$ cat config.mk
export PLATFORM = sky130hd
export DESIGN_NAME = bake_top
export DESIGN_NICKNAME = d
export VERILOG_FILES = /design/src/logic/bake_pkg.sv /design/src/logic/bake_top.sv
export VERILOG_INCLUDE_DIRS = /design/src /design/src/logic
export SDC_FILE = /design/constraint.sdc
export NUM_CORES = 1
export LEC_CHECK = 0
export ABC_AREA = 1
export CAP_MARGIN = 40
export CORE_MARGIN = 2
export CORE_UTILIZATION = 59
export CTS_BUF_LIST = sky130_fd_sc_hd__clkbuf_16
export DETAILED_ROUTE_END_ITERATION = 8
export DONT_BUFFER_PORTS = 1
export GPL_ROUTABILITY_DRIVEN = 1
export MAX_ROUTING_LAYER = met4
export PLACE_DENSITY = 0.75
export SYNTH_ARGS = -nofsm -noshare
export SYNTH_HDL_FRONTEND = slang
export SYNTH_SLANG_ARGS = --single-unit
$ cat constraint.sdc
create_clock -name mclk_i -period 4.05 [get_ports mclk_i]
set_clock_uncertainty 0.15 [all_clocks]
set_input_delay 0 -clock mclk_i [delete_from_list [all_inputs] [get_ports mclk_i]]
set_output_delay 0 -clock mclk_i [all_outputs]
set_load 0.02 [all_outputs]
$ cat src/logic/bake_consts.svh
// Constants for the bus address keypad entry block
`ifndef BAKE_CONSTS_SVH
`define BAKE_CONSTS_SVH

`define BAKE_CLK_HZ 20000000
// Lamp flash cycle and key timing, in milliseconds
`define BAKE_FLASH_MS 1000
`define BAKE_HOLD_MS 500
`define BAKE_REPEAT_MS 100
`define BAKE_FAST_MS 2000
`define BAKE_FLASH_CYC (`BAKE_CLK_HZ / 1000 * `BAKE_FLASH_MS)
`define BAKE_HOLD_CYC (`BAKE_CLK_HZ / 1000 * `BAKE_HOLD_MS)
`define BAKE_REPEAT_CYC (`BAKE_CLK_HZ / 1000 * `BAKE_REPEAT_MS)
`define BAKE_FAST_CYC (`BAKE_CLK_HZ / 1000 * `BAKE_FAST_MS)

`define BAKE_ADDR_MIN 7'h00
`define BAKE_ADDR_MAX 7'h7f
`define BAKE_ADDR_FACTORY 7'h7e
`define BAKE_STEP_BIG 7'h08
`define BAKE_STEP_HI 7'h10

// Register byte offsets
`define BAKE_REG_CTRL 4'h0
`define BAKE_REG_STATUS 4'h4
`define BAKE_REG_DISP 4'h8
// Control fields
`define BAKE_CTRL_SIM_MENU 0
`define BAKE_CTRL_WHOLE 1
`define BAKE_CTRL_SIM_COMM 2
`define BAKE_CTRL_RESET 3'h0
// Status fields
`define BAKE_ST_EDIT_LSB 8
`define BAKE_ST_SIM_REL 16
`define BAKE_ST_STATE_LSB 24

`define BAKE_RESP_OKAY 2'h0
`define BAKE_RESP_SLVERR 2'h2

`endif

$ cat src/logic/bake_pkg.sv
// Types for the bus address keypad entry block
package bake_pkg;

    typedef enum logic [7:0] {
        ST_IDLE = 8'h01,
        ST_ADDR_ID = 8'h02,
        ST_SEL_LO = 8'h04,
        ST_SEL_HI = 8'h08,
        ST_EDIT_LO = 8'h10,
        ST_EDIT_HI = 8'h20,
        ST_EDIT_ALL = 8'h40,
        ST_SIM = 8'h80
    } bake_state_t;

    typedef struct packed {
        bake_state_t st;
        logic loaded;
        logic [6:0] active;
        logic [6:0] edit;
        logic sim_rel;
        logic sim_choice;
        logic [2:0] ctrl;
        logic up_q;
        logic dn_q;
        logic menu_q;
        logic both_q;
        logic [31:0] hold_cnt;
        logic [31:0] rep_cnt;
        logic [31:0] flash_cnt;
        logic [4:0] lamp;
        logic [15:0] pos_ret;
        logic nvm_wr;
        logic aw_got;
        logic [3:0] awaddr;
        logic w_got;
        logic [31:0] wdata;
        logic [3:0] wstrb;
        logic bvalid;
        logic [1:0] bresp;
        logic rvalid;
        logic [31:0] rdata;
        logic [1:0] rresp;
    } bake_regs_t;

endpackage : bake_pkg

$ cat src/logic/bake_top.sv
// Bus address keypad entry and simulation release with AXI4-Lite registers
`timescale 1ns/1ps
`include "bake_consts.svh"

module bake_top #(
    parameter int unsigned FLASH_CYC = `BAKE_FLASH_CYC,
    parameter int unsigned HOLD_CYC = `BAKE_HOLD_CYC,
    parameter int unsigned REPEAT_CYC = `BAKE_REPEAT_CYC,
    parameter int unsigned FAST_CYC = `BAKE_FAST_CYC
) (
    input wire logic mclk_i,
    input wire logic arst_n_i,
    input wire logic key_up_i,
    input wire logic key_down_i,
    input wire logic key_menu_i,
    input wire logic [15:0] pos_meas_i,
    input wire logic [15:0] sim_val_i,
    input wire logic nvm_valid_i,
    input wire logic [7:0] nvm_data_i,
    output logic [4:0] lamp_o,
    output logic [6:0] bus_addr_o,
    output logic [15:0] pos_ret_o,
    output logic nvm_wr_o,
    output logic [7:0] nvm_data_o,
    input wire logic [31:0] s_axi_awaddr,
    input wire logic s_axi_awvalid,
    output logic s_axi_awready,
    input wire logic [31:0] s_axi_wdata,
    input wire logic [3:0] s_axi_wstrb,
    input wire logic s_axi_wvalid,
    output logic s_axi_wready,
    output logic [1:0] s_axi_bresp,
    output logic s_axi_bvalid,
    input wire logic s_axi_bready,
    input wire logic [31:0] s_axi_araddr,
    input wire logic s_axi_arvalid,
    output logic s_axi_arready,
    output logic [31:0] s_axi_rdata,
    output logic [1:0] s_axi_rresp,
    output logic s_axi_rvalid,
    input wire logic s_axi_rready
);
    import bake_pkg::*;

    bake_regs_t r;
    bake_regs_t next_r;

    // Saturating step keeps the edit inside 0..127
    function automatic logic [6:0] bake_step(input logic [6:0] v, input logic [6:0] s,
                                             input logic up);
        logic [7:0] sum;
        sum = {1'b0, v} + {1'b0, s};
        if (up) begin
            bake_step = sum[7] ? `BAKE_ADDR_MAX : sum[6:0];
        end else begin
            bake_step = (v < s) ? `BAKE_ADDR_MIN : v - s;
        end
    endfunction : bake_step

    logic [6:0] addr_ones;
    logic [6:0] addr_tens;
    logic [6:0] addr_hund;
    logic [6:0] addr_rem;
    always_comb begin
        addr_hund = (r.active >= 7'd100) ? 7'h01 : 7'h00;
        addr_rem = (r.active >= 7'd100) ? r.active - 7'd100 : r.active;
        addr_tens = addr_rem / 7'd10;
        addr_ones = addr_rem - addr_tens * 7'd10;
    end

    logic aw_hs;
    logic w_hs;
    logic ar_hs;
    assign s_axi_awready = !r.aw_got && !r.bvalid;
    assign s_axi_wready = !r.w_got && !r.bvalid;
    assign s_axi_arready = !r.rvalid;
    assign aw_hs = s_axi_awvalid && s_axi_awready;
    assign w_hs = s_axi_wvalid && s_axi_wready;
    assign ar_hs = s_axi_arvalid && s_axi_arready;

    always_comb begin
        logic up_ev;
        logic dn_ev;
        logic both;
        logic both_ev;
        logic menu_ev;
        logic held;
        logic rep_fire;
        logic step_fire;
        logic edit_st;
        logic [6:0] unit;
        logic ph_half;
        logic ph_short;
        logic ph_long;
        logic [3:0] wa;
        logic [3:0] ra;
        next_r = r;
        both = key_up_i && key_down_i;
        both_ev = both && !r.both_q;
        up_ev = key_up_i && !r.up_q && !key_down_i;
        dn_ev = key_down_i && !r.dn_q && !key_up_i;
        menu_ev = key_menu_i && !r.menu_q;
        held = key_up_i ^ key_down_i;
        next_r.up_q = key_up_i;
        next_r.dn_q = key_down_i;
        next_r.menu_q = key_menu_i;
        next_r.both_q = both;
        next_r.nvm_wr = 1'b0;
        edit_st = (r.st == ST_EDIT_LO) || (r.st == ST_EDIT_HI) || (r.st == ST_EDIT_ALL);

        // Hold timing for auto-repeat
        rep_fire = 1'b0;
        if (held && edit_st) begin
            if (r.hold_cnt < FAST_CYC) begin
                next_r.hold_cnt = r.hold_cnt + 32'h1;
            end
            if (r.hold_cnt >= HOLD_CYC) begin
                if (r.rep_cnt >= REPEAT_CYC - 1) begin
                    next_r.rep_cnt = 32'h0;
                    rep_fire = 1'b1;
                end else begin
                    next_r.rep_cnt = r.rep_cnt + 32'h1;
                end
            end
        end else begin
            next_r.hold_cnt = 32'h0;
            next_r.rep_cnt = 32'h0;
        end
        step_fire = up_ev || dn_ev || rep_fire;
        unit = 7'h01;
        if (r.st == ST_EDIT_HI) begin
            unit = `BAKE_STEP_HI;
        end else if (r.st == ST_EDIT_ALL && r.hold_cnt >= FAST_CYC) begin
            unit = `BAKE_STEP_BIG;
        end

        if (!r.loaded) begin
            // Restore after reset release; factory address when storage is blank
            next_r.loaded = 1'b1;
            next_r.active = nvm_valid_i ? nvm_data_i[6:0] : `BAKE_ADDR_FACTORY;
            next_r.sim_rel = nvm_valid_i && nvm_data_i[7];
        end else begin
            unique case (r.st)
                ST_IDLE: begin
                    if (menu_ev) begin
                        next_r.edit = r.active;
                        next_r.sim_choice = r.sim_rel;
                        next_r.st = r.ctrl[`BAKE_CTRL_SIM_MENU] ? ST_SIM : ST_ADDR_ID;
                    end
                end
                ST_ADDR_ID: begin
                    if (menu_ev) begin
                        next_r.st = r.ctrl[`BAKE_CTRL_WHOLE] ? ST_EDIT_ALL : ST_SEL_LO;
                    end
                end
                ST_SEL_LO: begin
                    if (up_ev || dn_ev) begin
                        next_r.st = ST_SEL_HI;
                    end else if (menu_ev) begin
                        next_r.st = ST_EDIT_LO;
                    end
                end
                ST_SEL_HI: begin
                    if (up_ev || dn_ev) begin
                        next_r.st = ST_SEL_LO;
                    end else if (menu_ev) begin
                        next_r.st = ST_EDIT_HI;
                    end
                end
                ST_EDIT_LO, ST_EDIT_HI, ST_EDIT_ALL: begin
                    if (both_ev) begin
                        next_r.active = r.edit;
                        next_r.nvm_wr = 1'b1;
                        next_r.st = ST_IDLE;
                    end else if (menu_ev) begin
                        next_r.st = ST_IDLE; // Abandon: active stays
                    end else if (step_fire) begin
                        next_r.edit = bake_step(r.edit, unit, key_up_i);
                    end
                end
                ST_SIM: begin
                    if (both_ev) begin
                        next_r.sim_rel = r.sim_choice;
                        next_r.nvm_wr = 1'b1;
                        next_r.st = ST_IDLE;
                    end else if (menu_ev) begin
                        next_r.st = ST_IDLE;
                    end else if (up_ev || dn_ev) begin
                        next_r.sim_choice = !r.sim_choice;
                    end
                end
            endcase
        end

        // Lamp flashing: bit 0 is the menu lamp, bits 1..4 are lamps one to four
        next_r.flash_cnt = (r.flash_cnt >= FLASH_CYC - 1) ? 32'h0 : r.flash_cnt + 32'h1;
        ph_half = r.flash_cnt < FLASH_CYC / 2;
        ph_short = r.flash_cnt < FLASH_CYC / 4;
        ph_long = r.flash_cnt < FLASH_CYC / 4 * 3;
        unique case (r.st)
            ST_IDLE: next_r.lamp = 5'h00;
            ST_ADDR_ID: next_r.lamp = {ph_half, ph_half, 1'b0, 1'b0, ph_half};
            ST_SEL_LO: next_r.lamp = {1'b0, 1'b0, 1'b0, ph_long, ph_short};
            ST_SEL_HI: next_r.lamp = {1'b0, 1'b0, ph_long, 1'b0, ph_short};
            ST_EDIT_LO: next_r.lamp = {r.edit[3:0], 1'b0};
            ST_EDIT_HI: next_r.lamp = {1'b0, r.edit[6:4], 1'b0};
            ST_EDIT_ALL: next_r.lamp = {r.edit[3:0], 1'b1};
            ST_SIM: next_r.lamp = {r.sim_choice, 2'h0, !r.sim_choice, 1'b0};
        endcase

        // Position returned to the control system
        next_r.pos_ret = (r.sim_rel && r.ctrl[`BAKE_CTRL_SIM_COMM]) ? sim_val_i
                                                                   : pos_meas_i;

        // AXI4-Lite write: address and data in either order
        if (aw_hs) begin
            next_r.aw_got = 1'b1;
            next_r.awaddr = s_axi_awaddr[3:0];
        end
        if (w_hs) begin
            next_r.w_got = 1'b1;
            next_r.wdata = s_axi_wdata;
            next_r.wstrb = s_axi_wstrb;
        end
        wa = aw_hs ? s_axi_awaddr[3:0] : r.awaddr;
        if ((r.aw_got || aw_hs) && (r.w_got || w_hs)) begin
            next_r.aw_got = 1'b0;
            next_r.w_got = 1'b0;
            next_r.bvalid = 1'b1;
            next_r.bresp = `BAKE_RESP_OKAY;
            if (wa == `BAKE_REG_CTRL) begin
                if (w_hs ? s_axi_wstrb[0] : r.wstrb[0]) begin
                    next_r.ctrl = w_hs ? s_axi_wdata[2:0] : r.wdata[2:0];
                end
            end else if (wa != `BAKE_REG_STATUS && wa != `BAKE_REG_DISP) begin
                next_r.bresp = `BAKE_RESP_SLVERR;
            end
        end
        if (r.bvalid && s_axi_bready) begin
            next_r.bvalid = 1'b0;
        end

        // AXI4-Lite read
        ra = s_axi_araddr[3:0];
        if (ar_hs) begin
            next_r.rvalid = 1'b1;
            next_r.rresp = `BAKE_RESP_OKAY;
            next_r.rdata = 32'h0;
            if (ra == `BAKE_REG_CTRL) begin
                next_r.rdata[2:0] = r.ctrl;
            end else if (ra == `BAKE_REG_STATUS) begin
                next_r.rdata[6:0] = r.active;
                next_r.rdata[`BAKE_ST_EDIT_LSB +: 7] = r.edit;
                next_r.rdata[`BAKE_ST_SIM_REL] = r.sim_rel;
                next_r.rdata[`BAKE_ST_STATE_LSB +: 8] = r.st;
            end else if (ra == `BAKE_REG_DISP) begin
                next_r.rdata[3:0] = addr_ones[3:0];
                next_r.rdata[7:4] = addr_tens[3:0];
                next_r.rdata[11:8] = addr_hund[3:0];
                next_r.rdata[22:16] = r.active;
            end else begin
                next_r.rresp = `BAKE_RESP_SLVERR;
            end
        end else if (r.rvalid && s_axi_rready) begin
            next_r.rvalid = 1'b0;
        end
    end

    always_ff @(posedge mclk_i or negedge arst_n_i) begin
        if (!arst_n_i) begin
            r <= '0;
            r.st <= ST_IDLE;
            r.active <= `BAKE_ADDR_FACTORY;
            r.ctrl <= `BAKE_CTRL_RESET;
        end else begin
            r <= next_r;
        end
    end

    assign lamp_o = r.lamp;
    assign bus_addr_o = r.active;
    assign pos_ret_o = r.pos_ret;
    assign nvm_wr_o = r.nvm_wr;
    assign nvm_data_o = {r.sim_rel, r.active};
    assign s_axi_bvalid = r.bvalid;
    assign s_axi_bresp = r.bresp;
    assign s_axi_rvalid = r.rvalid;
    assign s_axi_rdata = r.rdata;
    assign s_axi_rresp = r.rresp;

endmodule : bake_top

Word-level counts from Yosys, hierarchy flattened
Index checks and enable logic that the tools add are counted.

word-level totals
  register bits after elaboration = 228
  input port bits = 151
  output and inout port bits = 78
  logic and storage cells = 205

cells by class
  add/sub/neg operators = 7
  $mul = 1
  divide/modulo/power cells = 1
  $lt $le $gt $ge = 10
  equality and inequality tests = 28
  multiplexer cells = 77
  bitwise gates (word level) = 1
  reduce and logical (&&, ||, !) cells = 53

operators with widths
  kind                                                                             number
  32-bit 2-to-1 mux                                                                4
  7-bit 2-to-1 mux                                                                 16
  32-bit by 1-bit adder with 32-bit output (second input constant)                 3
  8-bit 2-to-1 mux                                                                 11
  32-bit by 24-bit less-than comparator with 1-bit output (second input constant)  2
  64-bit 2-to-1 mux                                                                1
  5-bit case mux with 8 select lines                                               1
  8-bit case mux with 5 select lines                                               1
  37-bit 2-to-1 mux                                                                1
  32-bit by 21-bit >= comparator with 1-bit output (second input constant)         1
  32-bit by 24-bit >= comparator with 1-bit output (second input constant)         1
  32-bit by 25-bit >= comparator with 1-bit output (second input constant)         1
  32-bit by 26-bit >= comparator with 1-bit output (second input constant)         1
  32-bit by 23-bit less-than comparator with 1-bit output (second input constant)  1
  32-bit by 26-bit less-than comparator with 1-bit output (second input constant)  1
  1-bit 2-to-1 mux                                                                 22
  1-bit logical AND                                                                20
  6-bit AND reduction                                                              3
  16-bit 2-to-1 mux                                                                1
  2-bit != test (second input constant)                                            8
  7-bit case mux with 2 select lines                                               1
  12-bit 2-to-1 mux                                                                1
  3-bit 2-to-1 mux                                                                 4
  4-bit 2-to-1 mux                                                                 3
  37 further kinds                                                                 69

Longest topological paths before layout
  depth in word-level cells = 11
  depth in mapped cells = 31
  gate-level depth less buffers = 31

Worst setup path after synthesis
OpenSTA, ideal clock, no wires.

  path type = reg2reg
  start = register r (netlist bit bus_addr_o[2])
  end = register r (netlist bit s_axi_rdata[3])
  setup time = 117 ps
  arrival = 3438 ps
  data required time = 3783 ps
  setup slack = 345 ps
  cell stages (with the launch flop) = 29
  cells stage by stage = dfstp_2 -> inv_1 -> ha_1 -> xnor2_1 -> nand3_1 -> nand2_1 -> inv_1 -> nand2_1 -> nand3_1 -> nand2_2 -> nand2_2 -> nand2_1 -> nand2_1 -> inv_1 -> nand2_1 -> nand2_2 -> inv_1 -> ha_1 -> nand2_1 -> nand3_1 -> nand2_1 -> ha_1 -> fa_1 -> xor2_1 -> nand3_1 -> nand3_1 -> nand2_1 -> nand2_1 -> nand2_1

on the way
  longest elaborated chain between the ends = 8
  elaborated cells on any way between the ends = 9
  those cells by class = add/sub: 2; mul: 1; div: 1; order compare: 1; mux: 4

RTL lines
  what                                                            line             RTL
  from (decl)                                                     bake_top.sv:45   bake_regs_t r;
  from (signal assigned)                                          bake_top.sv:276  r <= next_r;
  7-bit subtractor / 7-bit >= comparator (equally long branches)  bake_top.sv:66   addr_rem = (r.active >= 7'd100) ? r.active - 7'd100 : r.active;
  7-bit 2-to-1 mux *                                              bake_top.sv:66
  7-bit by 4-bit divider with 7-bit output                        bake_top.sv:67   addr_tens = addr_rem / 7'd10;
  7-bit by 3-bit multiplier with 3-bit output                     bake_top.sv:68   addr_ones = addr_rem - addr_tens * 7'd10;
  4-bit subtractor *                                              bake_top.sv:68
  9-bit 2-to-1 mux *                                              bake_top.sv:256  end else if (ra == `BAKE_REG_DISP) begin
  7-bit 2-to-1 mux *                                              bake_top.sv:251  end else if (ra == `BAKE_REG_STATUS) begin
  12-bit 2-to-1 mux *                                             bake_top.sv:249  if (ra == `BAKE_REG_CTRL) begin

Every way passes the cells marked *; elsewhere a longest branch is shown, timed or not.
A chain may end at the register's enable or synchronous reset.

Final worst setup path
  start = register r (netlist bit bus_addr_o[3])
  end = register r (netlist bit s_axi_rdata[3])

on the way
  longest elaborated chain between the ends = 8
  elaborated cells on any way between the ends = 9
  those cells by class = add/sub: 2; mul: 1; div: 1; order compare: 1; mux: 4

RTL lines
  what                                                            line
  7-bit subtractor / 7-bit >= comparator (equally long branches)  bake_top.sv:66
  7-bit 2-to-1 mux                                                bake_top.sv:66
  7-bit by 4-bit divider with 7-bit output                        bake_top.sv:67
  7-bit by 3-bit multiplier with 3-bit output                     bake_top.sv:68
  4-bit subtractor                                                bake_top.sv:68
  9-bit 2-to-1 mux                                                bake_top.sv:256
  7-bit 2-to-1 mux *                                              bake_top.sv:251
  12-bit 2-to-1 mux *                                             bake_top.sv:249

Marked as above.

==> results.md <==
| Metric | This run |
|---|---|
| CTS HTree Levels | 4 |
| Worst hold slack after final layout | -0.9086 ns |
| Top_reg_cell synth | sky130_fd_sc_hd__dfrtp_1 |
| Dpl cell area | 10570 µm² |
| Die Height | 139.0 µm |
| Synth cell types | 61 |
| Top post-synthesis cells by area | sky130_fd_sc_hd__dfrtp_1, sky130_fd_sc_hd__nand2_1, sky130_fd_sc_hd__inv_1 |
| Critical path required time | 4.23 ns |
| Total die area | 19330 µm² |
| Wire length of the first global-routing pass | 41.12 mm |
| Top cells by count, synth | sky130_fd_sc_hd__nand2_1, sky130_fd_sc_hd__dfrtp_1, sky130_fd_sc_hd__inv_1, sky130_fd_sc_hd__nor2_1, sky130_fd_sc_hd__o21ai_0 |
| # diodes | 0 |
| I/O pin count | 229 |
| Post-route clock period utilization | 95.31% |
| Number of buffers created by CTS | 17 |
| IR drop worst, VDD | 0.3872 mV |
| Die Wd | 139.0 µm |
| TritonCTS clock tree | built |
| Area of the core | 17900 µm² |
| Starting DRT DRC Count | 690 |
| Worst slew margin relative to its limit | 44.60% |
| Clock Sinks | 194 |
| Launching element type of the critical path | flip-flop |
| Least-Margin Pin Slew | 0.8100 ns |
| Area growth from synthesis to final layout | 12.21% |
| Number of slew-limit violations in the final report | 0 |
| Crit path arrival time | 4.04 ns |
| Placement-stage worst setup slack | 0.1156 ns |
| Vias | 8824 |
| Mapped cell area | 10760 µm² |
| Max-capacitance violation count | 0 |
| Final design instance area without fill | 12070 µm² |
| GRT Resource Usage Total | 26.72% |
| Number of nets at the end of the flow | 1527 |
| Routed length per placed instance | 15.29 µm |
| Grt ovf | 0 |
| EDFF count, synth | 0 |
| Pwr dens | 504.6 nW/µm² |
| Count of input and output buffers | 0 |
| Root Buffer Master | sky130_fd_sc_hd__clkbuf_16 |
| Maximum buffer depth of the clock tree | 2 |
| Final setup violating endpoints | 0 |
| Detailed placement HPWL | 16.31 mm |
| Drt via density | 5.518 |
| CP max FO | 7 |
| Top cell by count, worst path | sky130_fd_sc_hd__nand2_1 |
| Critical path class | reg -> reg |
| Area share of the largest cell type after synthesis | 43.50% |
| Vias in the first global route | 8501 |
| Share of synthesized registers carrying an async set or reset | 100.0% |
| Share of layout cells above drive strength 1 | 10.80% |
| HP Class | in -> async |
| Cell accounting for the most synthesized area | sky130_fd_sc_hd__dfrtp_1 |
| Critical-path top delay cell | sky130_fd_sc_hd__dfstp_2 |
| Pwr Total | 6091 µW |
| Starting Density | 60.09% |
| Post-route worst setup slack | 0.1900 ns |
| Max frequency | 0.2591 GHz |
| Pre-antenna DRT Iters | 5 |
| Detailed-route wire length | 24.45 mm |
| Clock latency on the worst-skew pair | 0.44 ns |
| Setup crit end kind | flip-flop |
| Synth Register Bits | 194 |
| Violated checks | negative hold slack |
| Number of antenna violations at the first check in global routing | 0 |
| Largest net degree at the start of global routing | 195 |
| Period minus WS final | 3.860 ns |
| Number of placement rows | 49 |
| Mean cell area of the mapped netlist | 8.137 µm² |
| GPL Wtd Cong | 0.9437 |
| Clk pin slew, worst setup/hold paths | 0.08 ns |
| Hold buffer count at CTS | 81 |
| Most frequently used cell type in the post-synthesis netlist | sky130_fd_sc_hd__nand2_1 |
| Seq/Total Area, Yosys | 45.21% |
| Final cell utilization of the core | 67.42% |
| Count of nets left with antenna violations after detail routing | 0 |
| Synthesized instance count | 1322 |
| Hold Fails Final Rpt | 194 |
| Worst stage delay on the critical path | 0.54 ns |
| Run status | complete, but fails checks |
| Leakage power | 0.005500 µW |
| Synthesis warning total | 0 |
| Number of DRC violations after detailed routing | 0 |
worst paths after layout:
check | start | end | slack [ns] | cells past startpoint
max in group asynchronous | arst_n_i | bus_addr_o[4]$_DFFE_PN1P_ | 4.20 | 0
setup / recovery | bus_addr_o[3]$_DFFE_PN1P_ | s_axi_rdata[3]$_DFFE_PN0P_ | 0.19 | 28
min in group mclk_i | s_axi_bready | s_axi_bvalid$_DFFE_PN0P_ | 0.02 | 2
setup reg to reg | bus_addr_o[3]$_DFFE_PN1P_ | s_axi_rdata[3]$_DFFE_PN0P_ | 0.19 | 28
hold reg to reg | r[102]$_DFF_PN0_ | r[102]$_DFF_PN0_ | 0.31 | 1
hold / removal | arst_n_i | s_axi_bvalid$_DFFE_PN0P_ | -0.91 | 0
layout by cell type, fill, tap and decap left out, types with 14 or more instances in the layout:
| cell type | n |
|---|---|
| sky130_fd_sc_hd__nor3_1 | 39 |
| sky130_fd_sc_hd__buf_4 | 19 |
| sky130_fd_sc_hd__clkbuf_16 | 17 |
| sky130_fd_sc_hd__inv_2 | 14 |
| sky130_fd_sc_hd__a21oi_1 | 56 |
| sky130_fd_sc_hd__nand2_1 | 239 |
| sky130_fd_sc_hd__o21ai_0 | 79 |
| sky130_fd_sc_hd__ha_1 | 14 |
| sky130_fd_sc_hd__nor4_1 | 18 |
| sky130_fd_sc_hd__o31ai_1 | 17 |
| sky130_fd_sc_hd__nand3_1 | 63 |
| sky130_fd_sc_hd__dfrtp_1 | 187 |
| sky130_fd_sc_hd__mux2_2 | 16 |
| sky130_fd_sc_hd__dlygate4sd3_1 | 81 |
| sky130_fd_sc_hd__nor2_1 | 135 |
| sky130_fd_sc_hd__inv_1 | 185 |
where the power goes:
group | total (µW) | switching (µW) | internal [µW]
Sequential | 2470 | 297 | 2180
Clock | 1710 | 779 | 929
Combinational | 1910 | 1200 | 711
final cells by class:
class | count | area (µm²)
fill | 1460 | 5832
clock buffer | 17 | 425.4
timing repair buffer | 100 | 953.4
clock inverter | 14 | 171.4
tap | 229 | 286.5
inverter | 202 | 758.2
sequential | 194 | 4863
multi-input combinational | 843 | 4612
critical path: cells and delay by family, from the launching register on:
kind | cells | cell delay, ns
and+or+nand+nor | 20 | 1.64
DFF | 1 | 0.54
buffers and inverters | 3 | 0.25
adders and majority gates | 4 | 1.00
xor gates and xnor gates | 1 | 0.15
registers in the layout (all words and copies together), names as in the netlist, 5 cells and up:
register / flops
s_axi_rdata: 30
pos_ret_o: 16
r: 130
bus_addr_o: 7
lamp_o: 5
timing repair:
item,4_1_cts,5_1_grt
endpoints found under the setup margin,0,3
hold endpoints to repair,278,194
buffers inserted,0,3
gates resized for setup,0,19
layer usage:
layer  GRT usage, %  wire length (µm)  up-vias
met1          35.32             11040     4138
li1               -                 -     4330
met5              -                 0        -
met3          4.800              1422       54
met4          9.463               691        0
met2          41.82             11290      302
metrics by stage:
| step | instances | TNS [ns] |
|---|---|---|
| 4_1_cts | 1596 | 0 |
| 3_5_place_dp | 1484 | 0 |
| 5_1_grt | 1599 | -0.08411 |
| 6_report | 1599 | 0 |
| 3_3_place_gp | 1484 | 0 |
| 2_1_floorplan | 1332 | 0 |
logic make-up after synthesis:
| logic type | synth area share (%) |
|---|---|
| AO/OA/AOI/OAI | 12.10 |
| multiplexers | 1.768 |
| adder cells (fa/ha/maj) | 2.164 |
| other | 0.06982 |
| AND/OR/NAND/NOR | 24.44 |
| XOR/XNOR | 1.303 |
| buffers and inverters | 12.95 |
| flip-flops | 45.21 |
Note: power is estimated with default switching activity, not from simulation.
